===== src/verilog/dtc_pkg.sv =====
package dtc_pkg;

  // ==========================================================
  // Register addresses
  localparam logic [7:0] ADDR_CTRL = 8'h88;
  localparam logic [7:0] ADDR_MODE = 8'h89;
  localparam logic [7:0] ADDR_T0L  = 8'h8A;
  localparam logic [7:0] ADDR_T1L  = 8'h8B;
  localparam logic [7:0] ADDR_T0H  = 8'h8C;
  localparam logic [7:0] ADDR_T1H  = 8'h8D;

  // ==========================================================
  // Control register fields
  localparam int CTRL_OVF1  = 7;
  localparam int CTRL_RUN1  = 6;
  localparam int CTRL_OVF0  = 5;
  localparam int CTRL_RUN0  = 4;
  localparam int CTRL_PEND1 = 3;
  localparam int CTRL_EDGE1 = 2;
  localparam int CTRL_PEND0 = 1;
  localparam int CTRL_EDGE0 = 0;

  // ==========================================================
  // Mode register fields
  localparam int MODE_CTR1_BASE = 4;
  localparam int MODE_CTR0_BASE = 0;
  localparam int MODE_GATE      = 3;
  localparam int MODE_CT        = 2;
  localparam int MODE_SEL_HIGH  = 1;
  localparam int MODE_SEL_LOW   = 0;

  localparam logic [1:0] MODE_13BIT = 2'h0;
  localparam logic [1:0] MODE_16BIT = 2'h1;
  localparam logic [1:0] MODE_AUTO  = 2'h2;
  localparam logic [1:0] MODE_SPLIT = 2'h3;

  // ==========================================================
  // Reset values
  localparam logic [7:0] RST_CTRL  = 8'h00;
  localparam logic [7:0] RST_MODE  = 8'h00;
  localparam logic [7:0] RST_COUNT = 8'h00;
  localparam logic [7:0] RST_RDATA = 8'h00;

  // ==========================================================
  // Timing
  localparam int         CLK_PERIOD_NS = 10;
  localparam int         MACHINE_CLKS  = 12;
  localparam logic [3:0] MCYC_MAX      = 4'(MACHINE_CLKS - 1);

  // ==========================================================
  // Carriers
  typedef struct packed {
    logic       wr;
    logic       rd;
    logic [7:0] addr;
    logic [7:0] wdata;
  } dtc_sfr_req_type;

  typedef struct packed {
    logic ctr0_ovf;
    logic ext0;
    logic ctr1_ovf;
    logic ext1;
  } dtc_irq_type;

endpackage


===== src/verilog/dtc_timer_counter.sv =====
`timescale 1ns/1ns
// Contract
// - Overflow flags set on overflow, cleared on vector
// - Run bits switch each counter on/off
// - External flags set by falling edge or low
// - Edge flags cleared on vector; level follows pin
// - Trigger bit one edge, zero level
// - Mode 0 is 13 bits, five-bit prescaler
// - Rollover to zero sets overflow flag
// - Setting run leaves counts untouched
// - Mode 1 full 16-bit cascade
// - Mode 2 low byte reloads from high
// - Counter 1 mode 3 holds count
// - Split low byte uses counter 0 controls
// - Split high byte times, uses counter 1 controls
// - Counter 1 still runs for baud source
// - Data bytes independent or combined per mode
// - Mode register layout gate, select, mode
// - Machine cycle is twelve clocks
// - Pin sampled per machine cycle, high-low counts
module dtc_timer_counter
(
  // Clock and reset
  input  wire logic                     ref_clk_i,
  input  wire logic                     rst_b_i,
  // Special-function register access
  input  wire dtc_pkg::dtc_sfr_req_type sfr_req_i,
  output logic [7:0]                    sfr_rdata_o,
  // Interrupt vectoring
  input  wire dtc_pkg::dtc_irq_type     irq_ack_i,
  output dtc_pkg::dtc_irq_type          irq_req_o,
  output logic                          ctr1_ovf_pulse_o,
  // Pins
  input  wire logic                     ext_irq_pin_0_b_i,
  input  wire logic                     ext_irq_pin_1_b_i,
  input  wire logic                     count_input_pin_0_i,
  input  wire logic                     count_input_pin_1_i
);

  // ==========================================================
  // Pin synchronisers, order {cnt1, cnt0, ext_irq_pin_1, ext_irq_pin_0}
  logic [3:0] sync1_ff;
  logic [3:0] sync2_ff;
  logic [1:0] int_prev_ff;
  logic [3:0] nxt_sync1;
  logic [3:0] nxt_sync2;
  logic [1:0] nxt_int_prev;

  always_comb
  begin
    nxt_sync1    = {count_input_pin_1_i, count_input_pin_0_i,
                    ext_irq_pin_1_b_i, ext_irq_pin_0_b_i};
    nxt_sync2    = sync1_ff;
    nxt_int_prev = sync2_ff[1:0];
  end

  always_ff @(posedge ref_clk_i or negedge rst_b_i)
  begin
    if (!rst_b_i)
    begin
      sync1_ff    <= 4'hF;
      sync2_ff    <= 4'hF;
      int_prev_ff <= 2'h3;
    end
    else
    begin
      sync1_ff    <= nxt_sync1;
      sync2_ff    <= nxt_sync2;
      int_prev_ff <= nxt_int_prev;
    end
  end

  // ==========================================================
  // Machine cycle divider and count pin sampling
  logic [3:0] mcyc_cnt_ff;
  logic [1:0] samp_ff;
  logic [3:0] nxt_mcyc_cnt;
  logic [1:0] nxt_samp;
  logic       mcyc_en;
  logic [1:0] pin_event;

  assign mcyc_en   = (mcyc_cnt_ff == dtc_pkg::MCYC_MAX);
  assign pin_event = {2{mcyc_en}} & samp_ff & ~sync2_ff[3:2];

  always_comb
  begin
    nxt_mcyc_cnt = mcyc_en ? 4'h0 : mcyc_cnt_ff + 4'h1;
    nxt_samp     = mcyc_en ? sync2_ff[3:2] : samp_ff;
  end

  always_ff @(posedge ref_clk_i or negedge rst_b_i)
  begin
    if (!rst_b_i)
    begin
      mcyc_cnt_ff <= 4'h0;
      samp_ff     <= 2'h0;
    end
    else
    begin
      mcyc_cnt_ff <= nxt_mcyc_cnt;
      samp_ff     <= nxt_samp;
    end
  end

  // ==========================================================
  // Registers
  logic [7:0] ctrl_ff;
  logic [7:0] mode_ff;
  logic [7:0] t0l_ff;
  logic [7:0] t0h_ff;
  logic [7:0] t1l_ff;
  logic [7:0] t1h_ff;
  logic [7:0] rdata_ff;
  logic       baud_ff;
  logic [7:0] nxt_ctrl;
  logic [7:0] nxt_mode;
  logic [7:0] nxt_t0l;
  logic [7:0] nxt_t0h;
  logic [7:0] nxt_t1l;
  logic [7:0] nxt_t1h;
  logic [7:0] nxt_rdata;
  logic       nxt_baud;

  // Decoded controls
  logic [1:0] mode0;
  logic [1:0] mode1;
  logic       run0;
  logic       run1;
  logic       tick0;
  logic       tick1;
  logic       tick0h;
  logic       wr_t0;
  logic       wr_t1;

  assign mode0 = mode_ff[dtc_pkg::MODE_CTR0_BASE +: 2];
  assign mode1 = mode_ff[dtc_pkg::MODE_CTR1_BASE +: 2];
  assign run0  = ctrl_ff[dtc_pkg::CTRL_RUN0];
  assign run1  = ctrl_ff[dtc_pkg::CTRL_RUN1];
  assign wr_t0 = sfr_req_i.wr && (sfr_req_i.addr == dtc_pkg::ADDR_T0L
                                  || sfr_req_i.addr == dtc_pkg::ADDR_T0H);
  assign wr_t1 = sfr_req_i.wr && (sfr_req_i.addr == dtc_pkg::ADDR_T1L
                                  || sfr_req_i.addr == dtc_pkg::ADDR_T1H);

  // Count enable: run and (no gate or pin high), tick1 off in mode 3; tick0h uses run1 only, no gate
  assign tick0  = run0
                  && (!mode_ff[dtc_pkg::MODE_CTR0_BASE + dtc_pkg::MODE_GATE] || sync2_ff[0])
                  && (mode_ff[dtc_pkg::MODE_CTR0_BASE + dtc_pkg::MODE_CT]
                      ? pin_event[0] : mcyc_en);
  assign tick1  = run1 && (mode1 != dtc_pkg::MODE_SPLIT)
                  && (!mode_ff[dtc_pkg::MODE_CTR1_BASE + dtc_pkg::MODE_GATE] || sync2_ff[1])
                  && (mode_ff[dtc_pkg::MODE_CTR1_BASE + dtc_pkg::MODE_CT]
                      ? pin_event[1] : mcyc_en);
  assign tick0h = run1 && mcyc_en;

  // One counting step; returns {overflow, high, low}
  function automatic logic [16:0] step
  (
    input logic [1:0] m,
    input logic       t,
    input logic [7:0] h,
    input logic [7:0] l
  );
    logic [16:0] r;
    logic [5:0]  p;
    r = {1'b0, h, l};
    p = 6'h00;
    if (t)
    begin
      case (m)
        dtc_pkg::MODE_13BIT:
        begin
          p       = {1'b0, l[4:0]} + 6'h01;
          r[7:0]  = {l[7:5], p[4:0]};
          if (p[5])
          begin
            r[16:8] = {1'b0, h} + 9'h001;
          end
        end
        dtc_pkg::MODE_16BIT: r = {1'b0, h, l} + 17'h00001;
        dtc_pkg::MODE_AUTO:  r = (l == 8'hFF) ? {1'b1, h, h} : {1'b0, h, l + 8'h01};
        default:             r = {l == 8'hFF, h, l + 8'h01};
      endcase
    end
    return r;
  endfunction

  logic [16:0] res0;
  logic [16:0] res1;
  logic [8:0]  res0h;
  logic        set_tf0;
  logic        set_tf1;
  logic        ovf1;

  always_comb
  begin
    res0  = step(mode0, tick0, t0h_ff, t0l_ff);
    res1  = step(mode1, tick1, t1h_ff, t1l_ff);
    res0h = {1'b0, t0h_ff} + {8'h00, tick0h};
    ovf1  = res1[16];
    if (mode0 == dtc_pkg::MODE_SPLIT)
    begin
      set_tf0 = res0[16];
      set_tf1 = res0h[8];
      nxt_t0h = res0h[7:0];
    end
    else
    begin
      set_tf0 = res0[16];
      set_tf1 = ovf1;
      nxt_t0h = res0[15:8];
    end
    nxt_t0l  = res0[7:0];
    nxt_t1l  = res1[7:0];
    nxt_t1h  = res1[15:8];
    nxt_baud = ovf1;
    nxt_mode = mode_ff;
    nxt_ctrl = ctrl_ff;
    // Software writes load at once
    if (sfr_req_i.wr)
    begin
      case (sfr_req_i.addr)
        dtc_pkg::ADDR_CTRL: nxt_ctrl = sfr_req_i.wdata;
        dtc_pkg::ADDR_MODE: nxt_mode = sfr_req_i.wdata;
        dtc_pkg::ADDR_T0L:  nxt_t0l  = sfr_req_i.wdata;
        dtc_pkg::ADDR_T0H:  nxt_t0h  = sfr_req_i.wdata;
        dtc_pkg::ADDR_T1L:  nxt_t1l  = sfr_req_i.wdata;
        dtc_pkg::ADDR_T1H:  nxt_t1h  = sfr_req_i.wdata;
        default:            nxt_ctrl = nxt_ctrl;
      endcase
    end
    // Vector clears, then hardware sets win
    nxt_ctrl[dtc_pkg::CTRL_OVF0] = (nxt_ctrl[dtc_pkg::CTRL_OVF0] && !irq_ack_i.ctr0_ovf)
                                   || set_tf0;
    nxt_ctrl[dtc_pkg::CTRL_OVF1] = (nxt_ctrl[dtc_pkg::CTRL_OVF1] && !irq_ack_i.ctr1_ovf)
                                   || set_tf1;
    if (ctrl_ff[dtc_pkg::CTRL_EDGE0])
    begin
      nxt_ctrl[dtc_pkg::CTRL_PEND0] = (nxt_ctrl[dtc_pkg::CTRL_PEND0] && !irq_ack_i.ext0)
                                      || (int_prev_ff[0] && !sync2_ff[0]);
    end
    else
    begin
      nxt_ctrl[dtc_pkg::CTRL_PEND0] = !sync2_ff[0];
    end
    if (ctrl_ff[dtc_pkg::CTRL_EDGE1])
    begin
      nxt_ctrl[dtc_pkg::CTRL_PEND1] = (nxt_ctrl[dtc_pkg::CTRL_PEND1] && !irq_ack_i.ext1)
                                      || (int_prev_ff[1] && !sync2_ff[1]);
    end
    else
    begin
      nxt_ctrl[dtc_pkg::CTRL_PEND1] = !sync2_ff[1];
    end
    // Registered read data
    nxt_rdata = rdata_ff;
    if (sfr_req_i.rd)
    begin
      case (sfr_req_i.addr)
        dtc_pkg::ADDR_CTRL: nxt_rdata = ctrl_ff;
        dtc_pkg::ADDR_MODE: nxt_rdata = mode_ff;
        dtc_pkg::ADDR_T0L:  nxt_rdata = t0l_ff;
        dtc_pkg::ADDR_T0H:  nxt_rdata = t0h_ff;
        dtc_pkg::ADDR_T1L:  nxt_rdata = t1l_ff;
        dtc_pkg::ADDR_T1H:  nxt_rdata = t1h_ff;
        default:            nxt_rdata = dtc_pkg::RST_RDATA;
      endcase
    end
  end

  always_ff @(posedge ref_clk_i or negedge rst_b_i)
  begin
    if (!rst_b_i)
    begin
      ctrl_ff  <= dtc_pkg::RST_CTRL;
      mode_ff  <= dtc_pkg::RST_MODE;
      t0l_ff   <= dtc_pkg::RST_COUNT;
      t0h_ff   <= dtc_pkg::RST_COUNT;
      t1l_ff   <= dtc_pkg::RST_COUNT;
      t1h_ff   <= dtc_pkg::RST_COUNT;
      rdata_ff <= dtc_pkg::RST_RDATA;
      baud_ff  <= 1'b0;
    end
    else
    begin
      ctrl_ff  <= nxt_ctrl;
      mode_ff  <= nxt_mode;
      t0l_ff   <= nxt_t0l;
      t0h_ff   <= nxt_t0h;
      t1l_ff   <= nxt_t1l;
      t1h_ff   <= nxt_t1h;
      rdata_ff <= nxt_rdata;
      baud_ff  <= nxt_baud;
    end
  end

  // ==========================================================
  // Outputs
  assign sfr_rdata_o        = rdata_ff;
  assign ctr1_ovf_pulse_o   = baud_ff;
  assign irq_req_o          = {ctrl_ff[dtc_pkg::CTRL_OVF0], ctrl_ff[dtc_pkg::CTRL_PEND0],
                               ctrl_ff[dtc_pkg::CTRL_OVF1], ctrl_ff[dtc_pkg::CTRL_PEND1]};

  // ==========================================================
  // Assertions
  a_mcyc_period: assert property (@(posedge ref_clk_i) disable iff (!rst_b_i)
    mcyc_en |-> ##12 mcyc_en) else $error("machine cycle not twelve clocks");
  a_mcyc_single: assert property (@(posedge ref_clk_i) disable iff (!rst_b_i)
    mcyc_en |=> !mcyc_en [*8]) else $error("machine cycle enable too frequent");
  a_tf0_set: assert property (@(posedge ref_clk_i) disable iff (!rst_b_i)
    set_tf0 |=> irq_req_o.ctr0_ovf) else $error("overflow 0 flag not set");
  a_tf1_ack: assert property (@(posedge ref_clk_i) disable iff (!rst_b_i)
    irq_ack_i.ctr1_ovf && !set_tf1 && !sfr_req_i.wr |=> !irq_req_o.ctr1_ovf)
    else $error("overflow 1 flag not cleared by vector");
  a_run_hold: assert property (@(posedge ref_clk_i) disable iff (!rst_b_i)
    !run0 && mode0 != dtc_pkg::MODE_SPLIT && !wr_t0 |=> $stable({t0h_ff, t0l_ff}))
    else $error("counter 0 moved while stopped");
  a_gate_block: assert property (@(posedge ref_clk_i) disable iff (!rst_b_i)
    mode_ff[dtc_pkg::MODE_CTR0_BASE + dtc_pkg::MODE_GATE] && !sync2_ff[0] && !wr_t0
    |=> $stable(t0l_ff)) else $error("counter 0 moved while gated");
  a_level_follow: assert property (@(posedge ref_clk_i) disable iff (!rst_b_i)
    !ctrl_ff[dtc_pkg::CTRL_EDGE0] |=> irq_req_o.ext0 == !$past(sync2_ff[0]))
    else $error("level flag does not follow pin");
  a_edge_set: assert property (@(posedge ref_clk_i) disable iff (!rst_b_i)
    ctrl_ff[dtc_pkg::CTRL_EDGE0] && int_prev_ff[0] && !sync2_ff[0] |=> irq_req_o.ext0)
    else $error("edge flag not set on falling edge");
  a_auto_reload: assert property (@(posedge ref_clk_i) disable iff (!rst_b_i)
    mode1 == dtc_pkg::MODE_AUTO && mode0 != dtc_pkg::MODE_SPLIT && tick1 && t1l_ff == 8'hFF
    && !wr_t1 |=> t1l_ff == $past(t1h_ff) && $stable(t1h_ff) && irq_req_o.ctr1_ovf)
    else $error("auto reload wrong");
  a_mode3_hold: assert property (@(posedge ref_clk_i) disable iff (!rst_b_i)
    mode1 == dtc_pkg::MODE_SPLIT && !wr_t1 |=> $stable({t1h_ff, t1l_ff}))
    else $error("counter 1 moved in mode 3");

endmodule


===== config.mk =====
export PLATFORM = sky130hd
export DESIGN_NAME = dtc_timer_counter
export DESIGN_NICKNAME = d
export VERILOG_FILES = /design/src/verilog/dtc_pkg.sv /design/src/verilog/dtc_timer_counter.sv
export SDC_FILE = /design/constraint.sdc
export NUM_CORES = 1
export LEC_CHECK = 0
export BUFFER_PORTS_ARGS = -buffer_cell sky130_fd_sc_hd__buf_2
export CAP_MARGIN = 20
export CORE_MARGIN = 2
export CORE_UTILIZATION = 56
export CTS_CLUSTER_SIZE = 40
export DETAILED_ROUTE_END_ITERATION = 16
export HOLD_SLACK_MARGIN = 0.08
export PLACE_DENSITY = 0.78
export SYNTH_ARGS = -nofsm -noshare
export SYNTH_HDL_FRONTEND = slang
export SYNTH_SLANG_ARGS = --single-unit

===== constraint.sdc =====
create_clock -name ref_clk_i -period 2.6 [get_ports ref_clk_i]
set_clock_uncertainty 0.1 [all_clocks]
set_input_delay 0.26 -clock ref_clk_i [delete_from_list [all_inputs] [get_ports ref_clk_i]]
set_output_delay 0.26 -clock ref_clk_i [all_outputs]
set_load 0.01 [all_outputs]

==> results of run 1 <==
## final timing paths
check | slack (ns) | from | to | depth (start not counted)
worst max-delay path | 0.31 | mcyc_cnt_ff[0]$_DFF_PN0_ | t0h_ff[2]$_DFF_PN0_ | 6
worst min-delay path | 0.08 | sfr_req_i[11] | sfr_rdata_o[3]$_DFFE_PN0P_ | 3
worst max register to register | 0.31 | mcyc_cnt_ff[0]$_DFF_PN0_ | t0h_ff[2]$_DFF_PN0_ | 6
worst min register to register | 0.26 | nxt_sync2[2]$_DFF_PN1_ | sync2_ff[2]$_DFF_PN1_ | 0
max in group asynchronous | 1.32 | rst_b_i | mcyc_cnt_ff[1]$_DFF_PN0_ | 2
min in group asynchronous | 0.48 | rst_b_i | sfr_rdata_o[4]$_DFFE_PN0P_ | 2
## sequential cells by signal, indices dropped and copies added (netlist names)
name,cells
t0h_ff,8
t1l_ff,8
sfr_rdata_o,8
mode_ff,8
int_prev_ff,2
ctrl_ff,8
samp_ff,2
t1h_ff,8
mcyc_cnt_ff,4
nxt_sync2,4
t0l_ff,8
sync2_ff,4
ctr1_ovf_pulse_o,1
## synthesized netlist by cell type (all sizes together), types with 3 or more instances
cell | n | area share (%)
xor2 | 3 | 0.56
nor3 | 15 | 2.2
o21ai | 33 | 3.5
mux2 | 16 | 3.8
dfstp | 10 | 5.6
nor3b | 3 | 0.48
mux2i | 19 | 4.1
a32oi | 3 | 0.56
nand2 | 48 | 4.2
a21oi | 49 | 5.2
nor2 | 54 | 4.4
o32ai | 3 | 0.56
and4 | 4 | 0.75
clkbuf | 9 | 0.72
buf | 24 | 3.6
dfrtp | 63 | 34
o22ai | 6 | 0.80
a21o | 3 | 0.48
mux4 | 8 | 3.8
nand4 | 8 | 1.4
ha | 8 | 2.1
and3 | 7 | 0.94
and2 | 3 | 0.43
o211ai | 3 | 0.48
nand2b | 5 | 0.67
xnor2 | 4 | 0.75
inv | 12 | 0.96
nand3 | 23 | 2.5
nor2b | 5 | 0.67
a31oi | 10 | 1.3
## routing by layer
metal / share of wire (%) / up-vias
met5: 0 / -
met2: 46 / 282
met1: 41 / 1977
li1: - / 1912
met3: 9.3 / 46
met4: 3.6 / 0
## cell type report
cell class	count	area (sq um)
fill	684	3000
multi-input combinational	382	2590
sequential	73	1840
timing repair buffer	58	358
clock buffer	10	138
tap	105	131
clock inverter	6	72.6
inverter	12	45.0
## critical path: cells and delay by family (launching register included)
| family | cells | cell delay [ns] |
|---|---|---|
| compound gates | 4 | 1.14 |
| flops | 1 | 0.38 |
| simple gates | 1 | 0.33 |
| fa+ha+maj | 1 | 0.22 |
## per-stage QoR
stage,setup WS (ns),instance area [sq um],power [mW]
floorplan,0.597,4680,1.59
global placement,0.473,4890,1.74
detailed placement,0.373,4890,1.75
CTS,0.343,5180,2.71
global route,0.0972,5180,2.83
finish,0.313,5180,2.72
## power groups by stage
stage	sequential, mW	combinational [mW]	clock, mW
after floorplan	1.29	0.303	0
after global placement	1.34	0.398	0
after detailed placement	1.34	0.408	0
after CTS	1.32	0.421	0.966
after global routing	1.34	0.474	1.02
final	1.33	0.426	0.964
## cell families after synthesis
logic type | share of synthesized area, %
AOI/OAI and AO/OA | 18.8
buffers and inverters | 5.32
muxes | 11.8
DFF | 39.3
adders and majority gates | 2.14
xor gates and xnor gates | 1.31
and+or+nand+nor | 21.4
## timing repair
action                     CTS  global route
hold buffers                 8             0
setup endpoints to repair    0             0
hold endpoints to repair    70             0
==> flow_summary_export.csv, run 1 <==
group,metric,value,unit
run_status,run_status,"completed",
grt,track_usage,30.0,%
timing,slew_violations,0,
clock_network,h-tree-depth,3,
placement,gp_congestion,0.962,
drt,drc,0,
synthesis,syn_inst,500,
placement,place.port_buffers,40,
layout,final_common_cell,"dfrtp_1",
clock_network,postCtsSetupBuffers,0,
timing,period_minus_slack,2.29,ns
drt,first_pass_iters,5,
setup_path,crit_type,"reg -> reg",
layout,mostFrequentLayoutCells,"63 x dfrtp_1, 53 x nor2_1, 49 x a21oi_1",
synthesis,syn_nets,536,
timing,finalSetupViolCount,0,
setup_path,slowest_delay,0.45,ns
timing,relSlewSlack,38.5,%
power_and_ir_drop,p_per_area,525,nW/um^2
clock_network,cts_buffers,9,
setup_path,worst_setup_path_start_kind,"flip-flop",
timing,timing.fmax,0.437,GHz
run,maxCapViolCount,0,
clock_network,cts.sinks,73,
timing,hold_viol,0,
power_and_ir_drop,power_leakage,2.19,nW
floorplanning,start_util,57.3,%
setup_path,worstPathArrival,2.42,ns
synthesis,synthDistinctLibCells,77,
power_and_ir_drop,p_int,1.87,mW
drt,routed_wl,12900,um
power_and_ir_drop,peakVddDrop,0.000504,V
synthesis,async_flop_share,100,%
timing,fin_tns_setup,0,ns
floorplanning,fp.dieH,95.4,um
timing,whs,0.0838,ns
layout,fin_nets,572,
placement,dp_hpwl,9000,um
drt,ant_nets,0,
power_and_ir_drop,p_clk_share,35.5,%
floorplanning,rows,33,
floorplanning,design.core.area,8180,sq um
layout,area_growth,10.6,%
setup_path,worstPathRequired,2.74,ns
drt,wl_per_cell,19.9,um
drt,routed_via_density,6.53,
placement,place_inst,622,
grt,grt_pass1_vias,3981,
grt,grt_pass1_wl,20500,um
grt,antenna_found_initial,0,
grt,busiest_layer,"met2",
layout,drive_above_1_share,22.0,%
timing,worst_pin_slew,0.922,ns
grt,use_met2,47.9,%
synthesis,avgSynthCellArea,9.36,sq um
grt,grt_use_met1,41.1,%
timing,period_share,88.0,%
setup_path,slowest_stage,"o311ai_0",
clock_network,path_clk_slew,0.08,ns
clock_network,clock_latency,0.36,ns
clock_network,clockBufferDepth,2,
setup_path,critPathCaptureType,"flip-flop",
synthesis,synth_ff_type,"dfrtp_1",
layout,final_util,63.3,%
power_and_ir_drop,combPwrFrac,15.7,%
floorplanning,die-area,9110,sq um
grt,grt_max_degree,74,
synthesis,synth.cell_area,4680,sq um
synthesis,synth_edf_count,0,
clock_network,cts-root-buf,"clkbuf_8",
grt,grt.overflow.total,0,
synthesis,yosysWarnings,0,
clock_network,cts_tree,"built",
setup_path,worstPathCellList,"ha_1 > and3b_1 > o2111ai_4 > o311ai_0 > a311oi_1 > a211o_1",
power_and_ir_drop,power_switching_share,31.1,%
layout,stdcell_count,646,
clock_network,cts_resized,0,
synthesis,ys_seq_area_share,39.3,%
power_and_ir_drop,power.switching,845,uW
power_and_ir_drop,p_seq_share,48.9,%
grt,grt_use_met3,4.90,%
drt,vias,4217,
layout,antenna_cells,0,
setup_path,cp_max_fo,15,
floorplanning,io_pins,41,
floorplanning,chipWidth,95.4,um
worst_hold_path,hold_class,"in -> reg",
drt,drt-initial-drc-count,548,
synthesis,synth_seq_cells,73,
timing,rsz0062_at_grt,"no",
No activity file was read; power rests on OpenSTA's default activity.
==> inputs of run 2 (changes only) <==
--- a/config.mk
+++ b/config.mk
@@ -12,7 +12,9 @@
 export CTS_CLUSTER_SIZE = 40
 export DETAILED_ROUTE_END_ITERATION = 16
 export HOLD_SLACK_MARGIN = 0.08
+export MAX_ROUTING_LAYER = met4
 export PLACE_DENSITY = 0.78
+export SETUP_SLACK_MARGIN = 0.4
 export SYNTH_ARGS = -nofsm -noshare
 export SYNTH_HDL_FRONTEND = slang
 export SYNTH_SLANG_ARGS = --single-unit
==> run 2 against run 1 <==
Total power increased by 0.34%. Setup slack better by 0.16 ns. Routed wire length up 3.8%. Highest routed layer unchanged. Critical path depth rose by 2. Clock power shrank 0.7%. Sequential power hardly changed. Critical endpoint is now t1l_ff[1]$_DFF_PN0_.
==> flow_summary_export.csv, run 2 (same netlist as run 1, synthesis figures left out) <==
group,metric,value,unit
layout,mostFrequentLayoutCells,"59 x dfrtp_1, 53 x nor2_1, 49 x a21oi_1",
power_and_ir_drop,power_leakage,2.25,nW
floorplanning,fp.dieH,95.4,um
timing,timing.fmax,0.470,GHz
setup_path,critPathCaptureType,"flip-flop",
timing,period_minus_slack,2.13,ns
floorplanning,io_pins,41,
floorplanning,start_util,57.3,%
setup_path,worstPathArrival,2.25,ns
power_and_ir_drop,power.switching,798,uW
worst_hold_path,worstHoldStart,"sfr_req_i[11]",
drt,top_layer_used,"met4",
layout,drive_above_1_share,26.4,%
layout,antenna_cells,0,
power_and_ir_drop,p_int,1.93,mW
drt,wl_met1,5610,um
setup_path,r2r_end,"t1l_ff[1]$_DFF_PN0_",
drt,dr_wl_met3,1240,um
layout,multi_input_area,2640,sq um
grt,grt_max_degree,74,
floorplanning,chipWidth,95.4,um
timing,relSlewSlack,37.7,%
power_and_ir_drop,combPwrFrac,16.3,%
drt,ant_nets,0,
setup_path,r2r_cells,8,
clock_network,clock_latency,0.34,ns
power_and_ir_drop,p_clk_share,35.1,%
layout,final_common_cell,"dfrtp_1",
drt,routed_wl,13400,um
timing,fin_tns_setup,0,ns
grt,grt.overflow.total,0,
floorplanning,design.core.area,8180,sq um
placement,place_ws,0.388,ns
drt,drt-initial-drc-count,591,
timing,final.setup.worst_slack,0.473,ns
setup_path,worst_setup_path_start_kind,"flip-flop",
power_and_ir_drop,power_switching_share,29.3,%
layout,fillCellCount,675,
timing,hold_viol,0,
grt,antenna_found_initial,0,
setup_path,worstPathCellList,"ha_2 > nand4_1 > nor3_4 > buf_4 > mux2i_1 > nand2_1 > o21ai_0 > o21ai_1",
setup_path,crit_type,"reg -> reg",
clock_network,h-tree-depth,3,
clock_network,clockBufferDepth,2,
layout,area_growth,13.8,%
setup_path,r2r-start,"t1l_ff[1]$_DFF_PN0_",
run_status,run_status,"completed",
power_and_ir_drop,peakVddDrop,0.000381,V
power_and_ir_drop,p_seq_share,48.6,%
drt,first_pass_iters,5,
setup_path,cp_max_fo,6,
worst_hold_path,hold_class,"in -> reg",
timing,period_share,81.8,%
clock_network,cts_tree,"built",
drt,vias,4255,
drt,routed-wl-met2,6030,um
setup_path,worstPathRequired,2.73,ns
worst_hold_path,hold_end,"sfr_rdata_o[3]$_DFFE_PN0P_",
drt,drc,0,
setup_path,slowest_stage,"dfrtp_2",
floorplanning,rows,33,
grt,track_usage,31.2,%
setup_path,slowest_delay,0.42,ns
timing,finalSetupViolCount,0,
clock_network,cts.sinks,73,
placement,place.port_buffers,40,
run,maxCapViolCount,0,
power_and_ir_drop,p_per_area,512,nW/um^2
worst_hold_path,whs_path_depth,3,
placement,dp_hpwl,9070,um
placement,gp_congestion,0.979,
clock_network,path_clk_slew,0.08,ns
clock_network,cts-root-buf,"clkbuf_8",
drt,routed_via_density,6.46,
setup_path,worst-r2r-setup-slack,0.47,ns
floorplanning,die-area,9110,sq um
timing,slew_violations,0,
grt,grt_pass1_wl,20700,um
timing,worst_pin_slew,0.935,ns
layout,register_area,1840,sq um
layout,fin_nets,585,
clock_network,cts_buffers,9,
drt,wl_per_cell,20.3,um
timing,rsz0062_at_grt,"no",
grt,grt_pass1_vias,3970,
run 2: layer usage:
metal / GRT usage [%] / vias up
met1: 43.4 / 2004
li1: - / 1936
met3: 4.66 / 48
met4: 11.3 / 0
met2: 46.9 / 267
met5: - / -
run 2: timing repair:
item,in CTS,in global routing
hold buffers,8,0
gates resized for setup,0,17
hold endpoints to repair,70,0
setup buffers,5,8
pin swaps,3,3
endpoints found under the setup margin,4,23
cloned,0,1
run 2: through the flow:
| step | cells | hold WS [ns] | power, mW | area [sq um] | util, % |
|---|---|---|---|---|---|
| 6_report | 659 | 0.0998 | 2.73 | 5330 | 65.2 |
| 2_1_floorplan | 500 | -0.136 | 1.59 | 4680 | - |
| 3_3_place_gp | 621 | 0.246 | 1.74 | 4880 | 59.7 |
| 3_5_place_dp | 621 | 0.247 | 1.75 | 4880 | 59.7 |
| 5_1_grt | 659 | 0.124 | 2.85 | 5330 | 65.2 |
| 4_1_cts | 650 | 0.100 | 2.71 | 5210 | 63.8 |
run 2: area by class of cell:
cell class,count,area share [%]
Multi-Input combinational cell,383,49.6
Tap cell,105,2.47
Timing Repair Buffer,70,8.41
Clock buffer,13,3.17
Sequential cell,73,34.6
Clock inverter,3,0.869
Inverter,12,0.845
run 2: power groups by stage:
stage          clock [mW]  sequential [mW]  combinational, mW
6_report            0.957             1.33              0.444
5_1_grt              1.02             1.34              0.491
4_1_cts             0.973             1.32              0.420
3_5_place_dp            0             1.34              0.409
3_3_place_gp            0             1.34              0.400
2_1_floorplan           0             1.29              0.303
run 2: worst max-delay path by stage:
stage / start / to / slack, ns / cells past startpoint
3_5_place_dp: mcyc_cnt_ff[0]$_DFF_PN0_ / t0h_ff[1]$_DFF_PN0_ / 0.39 / 7
5_1_grt: t1l_ff[1]$_DFF_PN0_ / t1l_ff[4]$_DFF_PN0_ / 0.34 / 8
3_3_place_gp: t1l_ff[0]$_DFF_PN0_ / t1l_ff[3]$_DFF_PN0_ / 0.46 / 6
2_1_floorplan: t1l_ff[0]$_DFF_PN0_ / t1l_ff[3]$_DFF_PN0_ / 0.60 / 6
4_1_cts: t1l_ff[0]$_DFF_PN0_ / t1l_ff[3]$_DFF_PN0_ / 0.38 / 6
6_report: t1l_ff[1]$_DFF_PN0_ / t1l_ff[1]$_DFF_PN0_ / 0.47 / 8
run 2: critical path, delay by kind of cell (launching register included):
| kind | cells | cell delay, ns |
|---|---|---|
| buf+inv | 1 | 0.18 |
| flops | 1 | 0.42 |
| compound gates | 2 | 0.15 |
| simple gates | 3 | 0.74 |
| mux | 1 | 0.18 |
| fa+ha+maj | 1 | 0.24 |
==> inputs of run 3 (changes only) <==
==> constraint.sdc (replaced) <==
create_clock -name ref_clk_i -period 2.2 [get_ports ref_clk_i]
set_clock_uncertainty 0.1 [all_clocks]
set_input_delay 0.22 -clock ref_clk_i [delete_from_list [all_inputs] [get_ports ref_clk_i]]
set_output_delay 0.22 -clock ref_clk_i [all_outputs]
set_load 0.01 [all_outputs]
==> run 3 against run 2 <==
Combinational power increased by 68%. Global-route usage rose by 3.8 points. Setup slack worse by 0.32 ns. Critical path depth did not move. Total power rose by 34%. Via count up 15%. Design area grew 18%. Cell count rose by 6.7%. Sequential power rose by 19%. Critical path type unchanged. Highest routed layer unchanged.
==> flow_summary_export.csv, run 3 (same netlist as run 1, synthesis figures left out) <==
group,metric,value,unit
run_status,run_status,"completed",
clock_network,cts.sinks,73,
floorplanning,design.core.area,8180,sq um
drt,routed_via_density,6.95,
clock_network,path_clk_slew,0.08,ns
drt,drc,0,
setup_path,worst-r2r-setup-slack,0.15,ns
drt,vias,4886,
timing,slew_violations,0,
clock_network,h-tree-depth,3,
layout,final_common_cell,"dfrtp_1",
setup_path,worst_setup_path_start_kind,"flip-flop",
layout,final_area,6310,sq um
grt,grt_pass1_wl,23100,um
setup_path,worstPathRequired,2.38,ns
drt,first_pass_iters,8,
layout,multi_input_area,3110,sq um
power_and_ir_drop,power_leakage,2.61,nW
drt,wl_per_cell,23.3,um
power_and_ir_drop,peakVddDrop,0.000442,V
timing,finalSetupViolCount,0,
layout,drive_above_1_share,43.5,%
setup_path,critPathCaptureType,"flip-flop",
placement,place_inst,638,
worst_hold_path,hold_class,"in -> reg",
floorplanning,die-area,9110,sq um
setup_path,r2r_cells,8,
layout,final_util,77.2,%
clock_network,cts_buffers,9,
setup_path,r2r_end,"t0h_ff[6]$_DFF_PN0_",
clock_network,clock_latency,0.36,ns
setup_path,r2r-start,"t0l_ff[1]$_DFF_PN0_",
placement,gp_congestion,1.04,
drt,drt-initial-drc-count,583,
timing,rsz0062_at_grt,"yes",
layout,antenna_cells,0,
worst_hold_path,whs_path_depth,4,
grt,grt.overflow.total,0,
floorplanning,io_pins,41,
run,maxCapViolCount,0,
grt,track_usage,35.0,%
floorplanning,fp.dieH,95.4,um
layout,fillCellCount,497,
grt,grt_max_degree,36,
layout,register_area,1850,sq um
drt,routed_wl,16400,um
setup_path,crit_type,"reg -> reg",
placement,postPlaceCellArea,5080,sq um
timing,hold_viol,0,
timing,timing.fmax,0.489,GHz
timing,period_share,93.0,%
clock_network,cts_tree,"built",
floorplanning,start_util,57.3,%
timing,relSlewSlack,57.4,%
layout,fin_nets,629,
setup_path,cp_max_fo,5,
clock_network,clockBufferDepth,2,
worst_hold_path,hold_end,"sfr_rdata_o[3]$_DFFE_PN0P_",
layout,mostFrequentLayoutCells,"54 x dfrtp_1, 46 x nor2_1, 43 x buf_4",
placement,place.port_buffers,40,
timing,period_minus_slack,2.05,ns
grt,grt_pass1_vias,4341,
layout,stdcell_count,703,
floorplanning,rows,33,
drt,ant_nets,0,
floorplanning,chipWidth,95.4,um
placement,dp_hpwl,9910,um
worst_hold_path,worstHoldStart,"sfr_req_i[14]",
power_and_ir_drop,p_per_area,580,nW/um^2
timing,fin_tns_setup,0,ns
layout,area_growth,34.8,%
grt,antenna_found_initial,0,
setup_path,worstPathArrival,2.22,ns
timing,worst_pin_slew,0.639,ns
clock_network,cts-root-buf,"clkbuf_8",
## run 3: per-stage QoR
stage	power, mW	setup WS (ns)	hold WS (ns)
6_report	3.66	0.154	0.0910
5_1_grt	3.77	0.0769	0.131
4_1_cts	3.49	0.257	0.101
3_5_place_dp	2.11	0.100	0.104
3_3_place_gp	2.09	0.191	0.101
2_1_floorplan	1.89	0.263	-0.176
## run 3: area by class of cell
class                      count  area share, %
multi-input combinational    382           49.3
sequential                    73           29.3
timing repair buffer         115           14.7
clock buffer                  11           2.24
tap                          105           2.08
clock inverter                 5           1.63
inverter                      12          0.714
## run 3: worst max path at each step
stage                                        start             endpoint  slack [ns]
final                          t0l_ff[1]$_DFF_PN0_  t0h_ff[6]$_DFF_PN0_        0.15
after CTS                 mcyc_cnt_ff[0]$_DFF_PN0_  t0h_ff[6]$_DFF_PN0_        0.26
after global routing      mcyc_cnt_ff[1]$_DFF_PN0_  t0l_ff[6]$_DFF_PN0_        0.08
after global placement         t0l_ff[0]$_DFF_PN0_  t0h_ff[2]$_DFF_PN0_        0.19
after detailed placement       t0l_ff[0]$_DFF_PN0_  t0h_ff[2]$_DFF_PN0_        0.10
after floorplan                t1l_ff[0]$_DFF_PN0_  t1l_ff[3]$_DFF_PN0_        0.26
## run 3: layer usage
metal / GRT usage [%] / part of all wire [%] / vias up / routed length, um
li1: - / - / 2039 / -
met2: 52.8 / 46 / 423 / 7530
met1: 46.7 / 36 / 2311 / 5880
met4: 16.7 / 6.8 / 0 / 1110
met3: 5.45 / 11 / 113 / 1860
met5: - / 0 / - / 0
## run 3: worst max-delay path: stages (launching register included)
cell	delay (ns)
dfrtp_1	0.42
ha_2	0.25
and4_4	0.31
a32oi_2	0.13
nor3_4	0.23
buf_6	0.14
a31oi_4	0.09
xor2_1	0.17
o21ai_1	0.13
## run 3: repair_timing
item	in CTS	in global routing
buffers inserted	23	15
hold buffers	10	0
resized for setup	56	82
hold endpoints to repair	42	0
gates cloned	1	0
pin swaps	27	32
endpoints found under the setup margin	35	35
## run 3: where the power goes
group	leakage, nW	switching, mW	internal (mW)	total (mW)
Clock	0.120	0.552	0.784	1.34
Sequential	0.822	0.150	1.43	1.58
Combinational	1.67	0.416	0.331	0.746
